## src/rpc_pkg.sv

```systemverilog
// Package: register map, field positions and carriers for the regulator control block
package rpc_pkg;

	// Register index as printed; byte address is four times it
	localparam logic [7:0]  RPC_CTRL_INDEX   = 8'hc9;
	localparam logic [11:0] RPC_CTRL_ADDR    = {2'h0, RPC_CTRL_INDEX, 2'h0};
	// Interrupt registers placed just after the control word
	localparam logic [11:0] RPC_IRQ_STAT_ADDR = 12'h328;
	localparam logic [11:0] RPC_IRQ_MASK_ADDR = 12'h32c;
	localparam logic [11:0] RPC_STATE_ADDR    = 12'h330;

	// Control register field positions
	localparam int RPC_IO_DIS_BIT    = 7;
	localparam int RPC_WAKE_LVL_BIT  = 6;
	localparam int RPC_RSVD5_BIT     = 5;
	localparam int RPC_IO_LP_BIT     = 4;
	localparam int RPC_HALT_PD_BIT   = 3;
	localparam int RPC_RSVD2_BIT     = 2;
	localparam int RPC_CORE_LP_BIT   = 1;
	localparam int RPC_RSVD0_BIT     = 0;
	// Writable bits of the control register (all but the wake level)
	localparam logic [7:0] RPC_CTRL_WMASK = 8'hbf;
	localparam logic [7:0] RPC_CTRL_RESET = 8'h00;

	// Interrupt status/mask field positions
	localparam int RPC_EV_RISE_BIT = 0;
	localparam int RPC_EV_FALL_BIT = 1;
	localparam int RPC_EV_WIDTH    = 2;
	localparam logic [RPC_EV_WIDTH-1:0] RPC_EV_RESET = 2'h0;

	// AHB-Lite encodings
	localparam logic [1:0] RPC_HTRANS_NONSEQ = 2'h2;
	localparam logic [1:0] RPC_HTRANS_SEQ    = 2'h3;

	// Outputs towards the analog regulators and power controller
	typedef struct packed {
		logic io_regulator_enable;
		logic io_regulator_lowpower;
		logic core_regulator_lowpower;
		logic core_regulator_shutdown;
		logic power_net_shutdown;
		logic soft_reset_out;
	} rpc_power_t;

	// Reset requests arriving from the device's reset sources
	typedef struct packed {
		logic pin_reset;
		logic power_cycle;
		logic other_sources;
	} rpc_reset_req_t;

endpackage

```

## src/rpc_wake_sync.sv

```systemverilog
// Wake pin synchroniser and both-edge detector
`timescale 1ns/100ps
`default_nettype none
module rpc_wake_sync
	import rpc_pkg::*;
#(
	parameter int STAGES = 2
) (
	input  wire logic core_clk,
	input  wire logic nrst,
	input  wire logic pin_in,
	output logic      level,
	output logic      rise,
	output logic      fall
);
	typedef struct packed {
		logic [STAGES-1:0] sync;
		logic              last;
	} rpc_sync_state_t;

	rpc_sync_state_t state_reg;
	rpc_sync_state_t state_next;

	// First stage only feeds the next stage
	always_comb begin
		state_next      = state_reg;
		state_next.sync = {state_reg.sync[STAGES-2:0], pin_in};
		state_next.last = state_reg.sync[STAGES-1];
	end

	always_ff @(posedge core_clk) begin
		if (!nrst) begin
			state_reg <= '0;
		end else begin
			state_reg <= state_next;
		end
	end

	assign level = state_reg.sync[STAGES-1];
	assign rise  = state_reg.sync[STAGES-1] & ~state_reg.last;
	assign fall  = ~state_reg.sync[STAGES-1] & state_reg.last;
endmodule
`default_nettype wire

```

## src/rpc_regulator_ctrl.sv

```systemverilog
// Regulator control, halt power-down and edge wake interrupt with AHB-Lite registers
`timescale 1ns/100ps
`default_nettype none
module rpc_regulator_ctrl
	import rpc_pkg::*;
(
	input  wire logic            core_clk,
	input  wire logic            nrst,
	input  wire logic            hsel,
	input  wire logic [31:0]     haddr,
	input  wire logic [1:0]      htrans,
	input  wire logic            hwrite,
	input  wire logic [2:0]      hsize,
	input  wire logic [31:0]     hwdata,
	input  wire logic            hready,
	output logic [31:0]          hrdata,
	output logic                 hreadyout,
	output logic                 hresp,
	input  wire logic            wake_pin,
	input  wire logic            edge_wake_enable,
	input  wire logic            halt_request,
	input  wire rpc_reset_req_t  reset_req,
	output rpc_power_t           power,
	output logic                 halted,
	output logic                 edge_wake_interrupt,
	output logic                 irq
);
	typedef struct packed {
		logic [7:0]              ctrl;
		logic [RPC_EV_WIDTH-1:0] ev_stat;
		logic [RPC_EV_WIDTH-1:0] ev_mask;
		logic                    halted;
		logic                    wake_pulse;
		logic                    soft_reset;
		logic                    dp_write;
		logic [11:0]             dp_addr;
		logic [31:0]             rdata;
	} rpc_state_t;

	rpc_state_t state_reg;
	rpc_state_t state_next;

	logic wake_level;
	logic wake_rise;
	logic wake_fall;

	rpc_wake_sync #(
		.STAGES (2)
	) u_wake_sync (
		.core_clk (core_clk),
		.nrst     (nrst),
		.pin_in   (wake_pin),
		.level    (wake_level),
		.rise     (wake_rise),
		.fall     (wake_fall)
	);

	// Read view of the control word with the live pin level merged in
	function automatic logic [7:0] ctrl_view(input logic [7:0] c, input logic lvl);
		logic [7:0] v;
		v                   = c;
		v[RPC_WAKE_LVL_BIT] = lvl;
		return v;
	endfunction

	logic        addr_ok;
	logic [11:0] a_addr;
	logic        a_valid;
	logic [7:0]  wbyte;
	logic        rst_any;

	always_comb begin
		a_addr  = haddr[11:0];
		a_valid = hsel & hready & (htrans == RPC_HTRANS_NONSEQ || htrans == RPC_HTRANS_SEQ);
		wbyte   = hwdata[7:0];
		addr_ok = 1'b0;
		// While halt power-down is set, halted or not, only the pin or a power cycle may reset
		if (state_reg.ctrl[RPC_HALT_PD_BIT] && state_reg.halted) begin
			rst_any = reset_req.pin_reset | reset_req.power_cycle;
		end else if (state_reg.ctrl[RPC_HALT_PD_BIT]) begin
			rst_any = reset_req.pin_reset | reset_req.power_cycle;
		end else begin
			rst_any = reset_req.pin_reset | reset_req.power_cycle
				| reset_req.other_sources;
		end

		state_next            = state_reg;
		state_next.wake_pulse = edge_wake_enable & (wake_rise | wake_fall);

		// Data phase of a previous write
		if (state_reg.dp_write) begin
			unique case (state_reg.dp_addr)
				RPC_CTRL_ADDR: begin
					state_next.ctrl = wbyte & RPC_CTRL_WMASK;
				end
				RPC_IRQ_MASK_ADDR: begin
					state_next.ev_mask = wbyte[RPC_EV_WIDTH-1:0];
				end
				RPC_IRQ_STAT_ADDR: begin
					state_next.ev_stat = state_reg.ev_stat & ~wbyte[RPC_EV_WIDTH-1:0];
				end
				default: begin
				end
			endcase
		end
		// Set after clear so a same-cycle edge is kept
		if (edge_wake_enable && wake_rise) begin
			state_next.ev_stat[RPC_EV_RISE_BIT] = 1'b1;
		end
		if (edge_wake_enable && wake_fall) begin
			state_next.ev_stat[RPC_EV_FALL_BIT] = 1'b1;
		end

		// Address phase: capture and prepare read data one cycle ahead
		state_next.dp_write = 1'b0;
		state_next.rdata    = '0;
		if (a_valid) begin
			state_next.dp_write = hwrite;
			state_next.dp_addr  = a_addr;
			unique case (a_addr)
				RPC_CTRL_ADDR: begin
					addr_ok          = 1'b1;
					state_next.rdata = {24'h0, ctrl_view(state_reg.ctrl, wake_level)};
				end
				RPC_IRQ_STAT_ADDR: begin
					addr_ok          = 1'b1;
					state_next.rdata = {30'h0, state_reg.ev_stat};
				end
				RPC_IRQ_MASK_ADDR: begin
					addr_ok          = 1'b1;
					state_next.rdata = {30'h0, state_reg.ev_mask};
				end
				RPC_STATE_ADDR: begin
					addr_ok          = 1'b1;
					state_next.rdata = {31'h0, state_reg.halted};
				end
				default: begin
					addr_ok = 1'b0;
				end
			endcase
			// Read data only for reads; a write's data phase shows zero
			if (hwrite) begin
				state_next.rdata = '0;
			end
		end

		// Halt entry and exit; a reset always releases it
		if (halt_request) begin
			state_next.halted = 1'b1;
		end
		if (rst_any || (edge_wake_enable && (wake_rise || wake_fall))) begin
			state_next.halted = 1'b0;
		end
		state_next.soft_reset = rst_any;
		if (rst_any) begin
			state_next.ctrl    = RPC_CTRL_RESET;
			state_next.ev_stat = RPC_EV_RESET;
			state_next.ev_mask = RPC_EV_RESET;
		end
	end

	always_ff @(posedge core_clk) begin
		if (!nrst) begin
			state_reg <= '0;
		end else begin
			state_reg <= state_next;
		end
	end

	// Zero wait states, always OKAY
	assign hreadyout = 1'b1;
	assign hresp     = 1'b0;
	assign hrdata    = state_reg.rdata;

	always_comb begin
		power.io_regulator_enable     = ~state_reg.ctrl[RPC_IO_DIS_BIT];
		power.io_regulator_lowpower   = state_reg.ctrl[RPC_IO_LP_BIT];
		power.core_regulator_lowpower = state_reg.ctrl[RPC_CORE_LP_BIT];
		power.core_regulator_shutdown = state_reg.ctrl[RPC_HALT_PD_BIT]
			& state_reg.halted;
		power.power_net_shutdown      = state_reg.ctrl[RPC_HALT_PD_BIT]
			& state_reg.halted;
		power.soft_reset_out          = state_reg.soft_reset;
	end

	assign halted              = state_reg.halted;
	assign edge_wake_interrupt = state_reg.wake_pulse;
	assign irq                 = |(state_reg.ev_stat & state_reg.ev_mask);
	// Unused address bits and size ignored: word accesses only
	logic unused_ok;
	assign unused_ok = addr_ok ^ (|haddr[31:12]) ^ (|hsize) ^ (|hwdata[31:8]);
endmodule
`default_nettype wire

```

## config.mk

```make
export PLATFORM = sky130hd
export DESIGN_NAME = rpc_regulator_ctrl
export DESIGN_NICKNAME = d
export VERILOG_FILES = /design/src/rpc_pkg.sv /design/src/rpc_wake_sync.sv /design/src/rpc_regulator_ctrl.sv
export SDC_FILE = /design/constraint.sdc
export NUM_CORES = 1
export LEC_CHECK = 0
export BUFFER_PORTS_ARGS = -buffer_cell sky130_fd_sc_hd__buf_4
export CORE_UTILIZATION = 44
export CTS_BUF_LIST = sky130_fd_sc_hd__clkbuf_8
export DETAILED_ROUTE_END_ITERATION = 8
export PLACE_DENSITY = 0.83
export SETUP_SLACK_MARGIN = 0.4
export SYNTH_ARGS = -nofsm -noshare
export SYNTH_HDL_FRONTEND = slang
export SYNTH_SLANG_ARGS = --single-unit
export TNS_END_PERCENT = 10
```

## constraint.sdc

```tcl
create_clock -name core_clk -period 2.02 [get_ports core_clk]
set_input_delay 0 -clock core_clk [delete_from_list [all_inputs] [get_ports core_clk]]
set_output_delay 0 -clock core_clk [all_outputs]
set_load 0.01 [all_outputs]
```

==> impl_metrics.tcl, run 1 <==
set metrics [dict create \
    areaGrowthSynthToFinish_pct 29.3 \
    ctsHtreeMaxLevel 2 \
    cts_made_buffers 5 \
    syn_area_per_cell_um2 8.80 \
    p_leak_nw 0.991 \
    synth_cell_type_count 36 \
    synth_ff_type "dfxtp_1" \
    placed_cell_area_mm2 0.00211 \
    max-vdd-ir-drop_v 0.000353 \
    synth-edff-count 0 \
    crit_path_max_fanout 3 \
    via_per_inst 5.08 \
    period_minus_slack_ns 1.64 \
    wl_um 4230 \
    cp-end-kind "flop" \
    ant_nets 0 \
    cts_buffer_depth 2 \
    dp.cells 291 \
    power_switching_w 0.000376 \
    drv_cap 0 \
    gp_congestion 0.765 \
    cts_sinks 38 \
    status "finished with violations" \
    cp.required_ns 2.18 \
    layout_common_cells "51 x buf_4, 34 x dfxtp_1, 33 x nand2_1, 26 x conb_1, 22 x dlygate4sd3_1" \
    violations "hold timing" \
    dieWidth_um 67.9 \
    setup_viol 0 \
    min_period_over_period 0.812 \
    path_clk_slew_ns 0.08 \
    crit_arrival_ns 1.80 \
    crit_type "reg -> reg" \
    ys_seq_area_frac 0.398 \
    final_cells 323 \
    synth_largest_area_cell "dfxtp_1" \
    drive_above_1_share 0.253 \
    dr_total_vias 1640 \
    core_area_mm2 0.00409 \
    final_cell_area_mm2 0.00247 \
    p_per_area_mw_per_mm2 647 \
    largest_register_ffs 22 \
    cts_root_buf "clkbuf_8" \
    clock_latency_ns 0.30 \
    timing.hold.ws_ns -0.00705 \
    hold_viol 1 \
    cts_tree "yes" \
    synthArstFlopShare 0 \
    ys_top_cells_by_area "dfxtp_1 40%, buf_4 15%, nand2_1 6.5%, mux2i_1 5.8%, nand4_1 5.2%" \
    power_frac_clock 0.402 \
    drtPass1Iterations 4 \
    grt_pass1_vias 1459 \
    initial_utilization 0.467 \
    finalSetupTns_ns 0 \
    whs_path_depth 3 \
    worst_slew_pin_slew_ns 0.658 \
    dieArea_mm2 0.00461 \
    combPwrFrac 0.117 \
    overflow 0 \
    synth_warnings 0 \
    ios 123 \
    yosys.area.top_type_share 0.398 \
    rows 23 \
    die_h_um 67.9 \
    max_freq_ghz 0.610 \
    dp_hpwl_um 2570 \
    drtIter0Drc 92 \
    reg2regPathDepth 3 \
    place.port_buffers 47 \
    n_antenna_cell 0 \
    nNetsFinal 354 \
    start_kind "flop" \
    wl_per_cell_um 13.1 \
    p_int_w 0.00122 \
    grt_pass1_wl_um 6530 \
    synth_seq_cells 38 \
    finalMaxSlewViolations 0 \
    swShare 0.236 \
    slew_headroom 0.561 \
    layout_commonest_cell "buf_4" \
    drc 0 \
    p_seq_frac 0.482 \
    grt_max_degree 38 \
    fin_skew_ns 0.00994 \
    synth_cells 217 \
    grt_util_all_layers 0.195 \
    rsz0062_at_grt "true" \
    hold_path_class "in -> reg" \
    synth_area_mm2 0.00191 \
    antenna_found_initial 0 \
]
## per-stage QoR
step | utilization | power, W | setup WS [ns]
final | 0.604 | 0.00160 | 0.380
after detailed placement | 0.516 | 0.000930 | 0.366
after global routing | 0.604 | 0.00166 | 0.326
after floorplan | - | 0.000905 | 0.366
after global placement | 0.516 | 0.000928 | 0.446
after CTS | 0.599 | 0.00160 | 0.394
## area by class of cell
| type | instances | area [µm²] |
|---|---|---|
| multi-input combinational | 148 | 893 |
| timing repair buffer | 74 | 614 |
| sequential | 38 | 766 |
| fill | 356 | 1620 |
| inverter | 5 | 18.8 |
| clock inverter | 3 | 45.0 |
| tap | 50 | 62.6 |
| clock buffer | 5 | 68.8 |
## critical path: stages (launching register included)
cell	delay, ns
dfxtp_1	0.31
or4b_4	0.57
nor4_1	0.46
a31oi_1	0.17
## power groups by stage
stage          Clock (W)  Sequential, W  Combinational [W]
2_1_floorplan          0       0.000784           0.000121
3_3_place_gp           0       0.000786           0.000143
3_5_place_dp           0       0.000786           0.000144
4_1_cts         0.000657       0.000769           0.000178
5_1_grt         0.000682       0.000771           0.000205
6_report        0.000641       0.000769           0.000186
## worst paths after layout
check	end	startpoint	slack [ns]
setup reg to reg	state_reg[51]	state_reg[33]	0.38
hold / removal	state_reg[35]	haddr[3]	-0.007
setup / recovery	state_reg[51]	state_reg[33]	0.38
hold reg to reg	u_wake_sync.level	u_wake_sync.state_next[2]	0.44
## cell usage after synthesis (all sizes together) (2+ instances only)
| master | instances |
|---|---|
| nand3 | 3 |
| nand4b | 3 |
| clkbuf | 12 |
| nor2 | 3 |
| a21boi | 13 |
| nand2 | 33 |
| a31oi | 2 |
| nor4 | 3 |
| a21oi | 2 |
| ha | 2 |
| nor3 | 8 |
| mux2i | 11 |
| dfxtp | 38 |
| nand4 | 16 |
| conb | 2 |
| inv | 5 |
| buf | 38 |
| and2 | 5 |
| or4bb | 2 |
## timing repair
item                                   in CTS  in global routing
endpoints found under the hold margin      28                  0
hold buffers                               22                  0
setup endpoints to repair                   7                  9
pin swaps                                   2                  1
buffers inserted                            0                  2
gates resized for setup                     2                  4
## metal layers
layer  GRT usage  part of all wire  vias up
met5           0                 0        -
met4       0.141             0.037        0
met3      0.0533             0.065       15
met2       0.314              0.50       68
met1       0.222              0.40      765
li1            -                 -      792
## kinds of logic (layout without fill, tap and decap cells)
logic type / count (synthesis) / count (layout) / share of synthesized area
fa+ha+maj: 2 / 2 / 0.0131
compound gates: 21 / 21 / 0.0793
buf+inv: 55 / 87 / 0.183
other cells: 2 / 26 / 0.00393
mux: 12 / 12 / 0.0636
simple gates: 87 / 87 / 0.259
flops: 38 / 38 / 0.398
(Power assumes the default switching activity.)
==> run 2, diff against run 1 <==
ABC_AREA = 1   (was unset)
CORE_UTILIZATION = 39   (was 44)
PLACE_DENSITY = 0.78   (was 0.83)
clock period = 1.45 ns   (was 2.02 ns; I/O delays follow)
==> run 2 against run 1 <==
The flow still finishes with violations (hold timing). Total power is 52% higher. Clock power grew 73%. First-iteration DRC count up 8.7%. Cell count increased by 13%. Critical endpoint is now state_reg[57].
==> impl_metrics.tcl, run 2 <==
set metrics [dict create \
    synth_ff_type "dfxtp_1" \
    timing.hold.ws_ns -0.00495 \
    cp-end-kind "flop" \
    drtPass1Iterations 4 \
    finalSetupTns_ns 0 \
    fill_cells 431 \
    hold_end "u_wake_sync.level" \
    synth_seq_cells 38 \
    crit_path_max_fanout 8 \
    max_freq_ghz 0.849 \
    multiInputGateArea_um2 835 \
    crit_path_cell_trace "nor2_2, nand3_2, nor2_4, nand2_4, o21ai_1, nor2_1" \
    p_per_area_mw_per_mm2 981 \
    ys_top_cells_by_area "dfxtp_1 40%, buf_4 15%, nand2_1 8.7%, nor2_1 7.8%, inv_1 4.6%" \
    finalMaxSlewViolations 0 \
    synth_common_cells "44 x nand2_1, 39 x nor2_1, 38 x buf_4, 38 x dfxtp_1, 23 x inv_1" \
    setup_viol 0 \
    nNetsFinal 395 \
    min_from "nrst" \
    hold_path_class "in -> reg" \
    place.port_buffers 47 \
    rsz0062_at_grt "true" \
    cts_made_buffers 5 \
    synth_cell_type_count 24 \
    gp_congestion 0.807 \
    core_area_mm2 0.00450 \
    p_seq_frac 0.444 \
    power.total_w 0.00242 \
    p_int_w 0.00191 \
    die_h_um 71.6 \
    period_minus_slack_ns 1.18 \
    yosys.area.top_type_share 0.403 \
    cts_tree "yes" \
    cts_sinks 38 \
    drv_cap 0 \
    clock_latency_ns 0.29 \
    wl_um 3820 \
    path_clk_slew_ns 0.07 \
    reg2regPathDepth 6 \
    cp.required_ns 1.64 \
    dp_hpwl_um 2680 \
    ctsHtreeMaxLevel 2 \
    areaGrowthSynthToFinish_pct 30.9 \
    rows 24 \
    power_switching_w 0.000510 \
    grt_pass1_vias 1454 \
    dr_total_vias 1614 \
    synth_cells 256 \
    synth_largest_area_cell "dfxtp_1" \
    synthArstFlopShare 0 \
    largest_register_ffs 22 \
    r2r_slack_ns 0.27 \
    regToRegEndpoint "state_reg[57]" \
    status "finished with violations" \
    antenna_found_initial 0 \
    setup_ws_ns 0.272 \
    ant_nets 0 \
    wl_per_cell_um 10.4 \
    swShare 0.211 \
    drc 0 \
    hold_viol 1 \
    layout_common_cells "49 x buf_4, 43 x nand2_1, 36 x dfxtp_1, 34 x nor2_1, 26 x conb_1" \
    grt_max_degree 21 \
    initial_utilization 0.419 \
    rr_startpoint "state_reg[39]" \
    register_area_um2 763 \
    crit_buf_inv 0 \
    combPwrFrac 0.100 \
    synth-edff-count 0 \
    syn_area_per_cell_um2 7.38 \
    ys_seq_area_frac 0.403 \
    grt_pass1_wl_um 6180 \
    dieArea_mm2 0.00512 \
    whs_path_depth 3 \
    dieWidth_um 71.6 \
    max-vdd-ir-drop_v 0.000563 \
    drive_above_1_share 0.283 \
    pre_cts_ws_ns 0.312 \
    drtIter0Drc 100 \
    n_antenna_cell 0 \
    slowest_delay_ns 0.33 \
    layout_commonest_cell "buf_4" \
    synth_area_mm2 0.00189 \
    cts_buffer_depth 2 \
    crit_arrival_ns 1.36 \
    min_period_over_period 0.812 \
    p_leak_nw 1.15 \
    fin_util 0.549 \
    yosysMostFrequentCell "nand2_1" \
    start_kind "flop" \
    crit_family "simple AND/OR/NAND/NOR gates" \
    cts_root_buf "clkbuf_8" \
    fin_skew_ns 0.00329 \
    via_per_inst 4.41 \
    power_frac_clock 0.457 \
    violations "hold timing" \
    crit_type "reg -> reg" \
    synth_warnings 0 \
    ios 123 \
    overflow 0 \
    slowest_stage "dfxtp_2" \
    grt_util_all_layers 0.159 \
]
[run 2: worst reg2reg max path, cell delays in order (launching register included)]
cell     delay (ns)
dfxtp_2        0.33
nor2_2         0.11
nand3_2        0.10
nor2_4         0.18
nand2_4        0.12
o21ai_1        0.16
nor2_1         0.07
[run 2: through the flow]
step | instances | cell area (µm²)
after global routing | 366 | 2470
after global placement | 339 | 2110
after detailed placement | 339 | 2110
final | 366 | 2470
after CTS | 365 | 2430
after floorplan | 280 | 1980
[run 2: power by group through the flow]
| stage | registers (W) | clock network [W] | logic [W] |
|---|---|---|---|
| after global routing | 0.00108 | 0.00117 | 0.000268 |
| after global placement | 0.00110 | 0 | 0.000194 |
| after floorplan | 0.00110 | 0 | 0.000158 |
| after detailed placement | 0.00110 | 0 | 0.000198 |
| final | 0.00108 | 0.00111 | 0.000241 |
| after CTS | 0.00107 | 0.00111 | 0.000236 |
[run 2: final cells by class]
cell class	instances	area share
sequential	38	0.309
inverter	30	0.0476
clock buffer	6	0.0334
clock inverter	2	0.0243
timing repair buffer	67	0.222
multi-input combinational	171	0.338
tap	52	0.0263
[run 2: per-layer routing]
layer	share of wire	wire, µm	global-route usage	vias to the layer above
met5	0	0	0	-
met4	0.026	99	0.0610	0
met3	0.054	208	0.0534	10
met2	0.49	1890	0.283	57
met1	0.43	1630	0.175	707
li1	-	-	-	840
[run 2: kinds of logic after synthesis]
group | count (synthesis) | share of synthesized area
AO/OA/AOI/OAI | 33 | 0.0914
adder cells (fa/ha/maj) | 2 | 0.0133
buffers and inverters | 71 | 0.218
flip-flops | 38 | 0.403
other | 2 | 0.00398
AND/OR/NAND/NOR | 110 | 0.270
[run 2: what timing repair did]
action,4_1_cts,5_1_grt
hold buffers,18,0
endpoints found under the hold margin,19,0
resized for setup,0,13
endpoints found under the setup margin,10,15
setup buffers,0,1
pin swaps,0,9
[run 2: how the worst max path moves through the flow]
stage	to	cells past startpoint	from	slack, ns
after floorplan	power[3]	7	state_reg[41]	0.46
after global placement	power[4]	8	state_reg[41]	0.36
after detailed placement	state_reg[59]	7	state_reg[38]	0.31
after CTS	state_reg[59]	7	state_reg[38]	0.30
after global routing	state_reg[57]	6	state_reg[39]	0.18
final	state_reg[57]	6	state_reg[39]	0.27
==> run 3, diff against run 2 <==
clock period = 1 ns   (was 1.45 ns; I/O delays follow)
==> run 3 against run 2 <==
The flow finishes with violations (hold timing, setup timing). Sequential share of layout area up 1.2 points. Core utilization down 0.17 points. Largest cell class unchanged. Clock-buffer cell count unchanged. Clock power down 5%. Critical path type unchanged. Cell count down 2.2%.
==> impl_metrics.tcl, run 3 (same netlist as run 2, synthesis figures left out) <==
set metrics [dict create \
    status "finished with violations" \
    violations "hold timing, setup timing" \
    via_per_inst 4.48 \
    crit_path_start "state_reg[41]" \
    cts_buffer_depth 2 \
    drtIter0Drc 100 \
    dieArea_mm2 0.00512 \
    crit_path_cell_trace "inv_2, nor2_1, nand2_1, nor2_4, nand2_4, o21ai_1, nor2_1" \
    cts_made_buffers 5 \
    grt_pass1_vias 1408 \
    place.port_buffers 47 \
    path_clk_slew_ns 0.07 \
    worst_path_most_repeated_cell "nor2_1" \
    cp.required_ns 1.19 \
    wl_met3_um 252 \
    hold_buffers 4 \
    areaGrowthSynthToFinish_pct 30.5 \
    grt_pass1_wl_um 6100 \
    p_leak_nw 1.16 \
    max_freq_ghz 0.866 \
    cts_tree "yes" \
    core_area_mm2 0.00450 \
    finalMaxSlewViolations 0 \
    nNetsFinal 387 \
    final_cells 358 \
    hold_path_class "in -> reg" \
    wl_per_cell_um 11.1 \
    grt_util_all_layers 0.155 \
    initial_utilization 0.419 \
    overflow 0 \
    clock_latency_ns 0.29 \
    period_minus_slack_ns 1.15 \
    fin_util 0.547 \
    rr_startpoint "state_reg[41]" \
    n_antenna_cell 0 \
    antenna_found_initial 0 \
    max-vdd-ir-drop_v 0.000650 \
    cp-end-kind "flop" \
    rsz0062_at_grt "true" \
    fill_cells 419 \
    rows 24 \
    crit_arrival_ns 1.34 \
    hold_viol 13 \
    start_kind "flop" \
    dieWidth_um 71.6 \
    timing.hold.ws_ns -0.0697 \
    dp_hpwl_um 2910 \
    register_area_um2 790 \
    drv_cap 0 \
    drc 0 \
    regToRegEndpoint "state_reg[57]" \
    grt_max_degree 21 \
    ctsHtreeMaxLevel 2 \
    wl_um 3960 \
    gp_congestion 0.849 \
    ios 123 \
    pre_cts_ws_ns -0.109 \
    cts_root_buf "clkbuf_8" \
    layout_common_cells "39 x nor2_1, 39 x buf_4, 34 x nand2_1, 26 x conb_1, 23 x dfxtp_2" \
    multiInputGateArea_um2 877 \
    slowest_stage "dfxtp_2" \
    ant_nets 0 \
    setup_viol 11 \
    p_per_area_mw_per_mm2 1210 \
    fin_skew_ns 0.00255 \
    drtPass1Iterations 4 \
    largest_register_ffs 22 \
    wl_met2_um 1960 \
    crit_path_max_fanout 8 \
    slowest_delay_ns 0.32 \
    r2r_slack_ns -0.15 \
    cts_sinks 38 \
    die_h_um 71.6 \
    dp.cells 345 \
    crit_type "reg -> reg" \
    endpoint "state_reg[57]" \
    dr_total_vias 1604 \
    topRoutingLayerUsed "met4" \
    setup_ws_ns -0.154 \
    wirelength_met1_um 1690 \
    min_from "halt_request" \
    reg2regPathDepth 7 \
    min_period_over_period 1.15 \
    power.total_w 0.00298 \
    drive_above_1_share 0.438 \
]
## run 3: changes by cell type in the layout (fill, tap and decap cells not counted), moves of 10 or more
| cell | delta |
|---|---|
| dlygate4sd3_1 | -17 |
| dfxtp_1 | -21 |
| buf_4 | -10 |
| dfxtp_2 | +21 |
| buf_6 | +16 |
## run 3: cell type report
type,count,share of cell area
inverter,30,0.0488
multi-input combinational,171,0.356
timing repair buffer,59,0.211
tap,52,0.0264
clock inverter,2,0.00356
clock buffer,6,0.0335
sequential,38,0.320
## run 3: how the worst min path moves through the flow
stage	to	slack, ns	cells after the start
floorplan	u_wake_sync.state_next[2]	0.1	2
global placement	u_wake_sync.state_next[2]	0.18	3
detailed placement	u_wake_sync.state_next[2]	0.19	3
CTS	halted	-0.07	3
global route	state_reg[59]	-0.05	3
finish	halted	-0.07	3
## run 3: repair_timing
item,CTS,global route
setup endpoints to repair,44,49
pin swaps,13,23
gates resized for setup,47,27
endpoints found under the hold margin,20,12
setup buffers,0,1
## run 3: routing by layer
metal	up-vias	global-route usage
li1	826	-
met1	713	0.185
met5	-	0
met4	0	0.0588
met2	58	0.265
met3	7	0.0436
## run 3: critical path: cells and delay by family, from the launching register on
family | cells | cell delay, ns
AO/OA/AOI/OAI | 1 | 0.17
buffers and inverters | 1 | 0.03
flip-flops | 1 | 0.32
AND/OR/NAND/NOR | 5 | 0.53
## run 3: power by group
part | switching, W | total, W | internal (W)
Clock | 0.000516 | 0.00106 | 0.000545
Sequential | 0.0000177 | 0.00157 | 0.00155
Combinational | 0.000196 | 0.000353 | 0.000157
Total | 0.000730 | 0.00298 | 0.00225
## run 3: per-stage QoR
stage	instance area, µm²	TNS, ns
after global routing	2460	-2.08
final	2460	-1.11
after global placement	2150	-0.603
after CTS	2380	-0.745
after detailed placement	2150	-0.893
after floorplan	1980	0
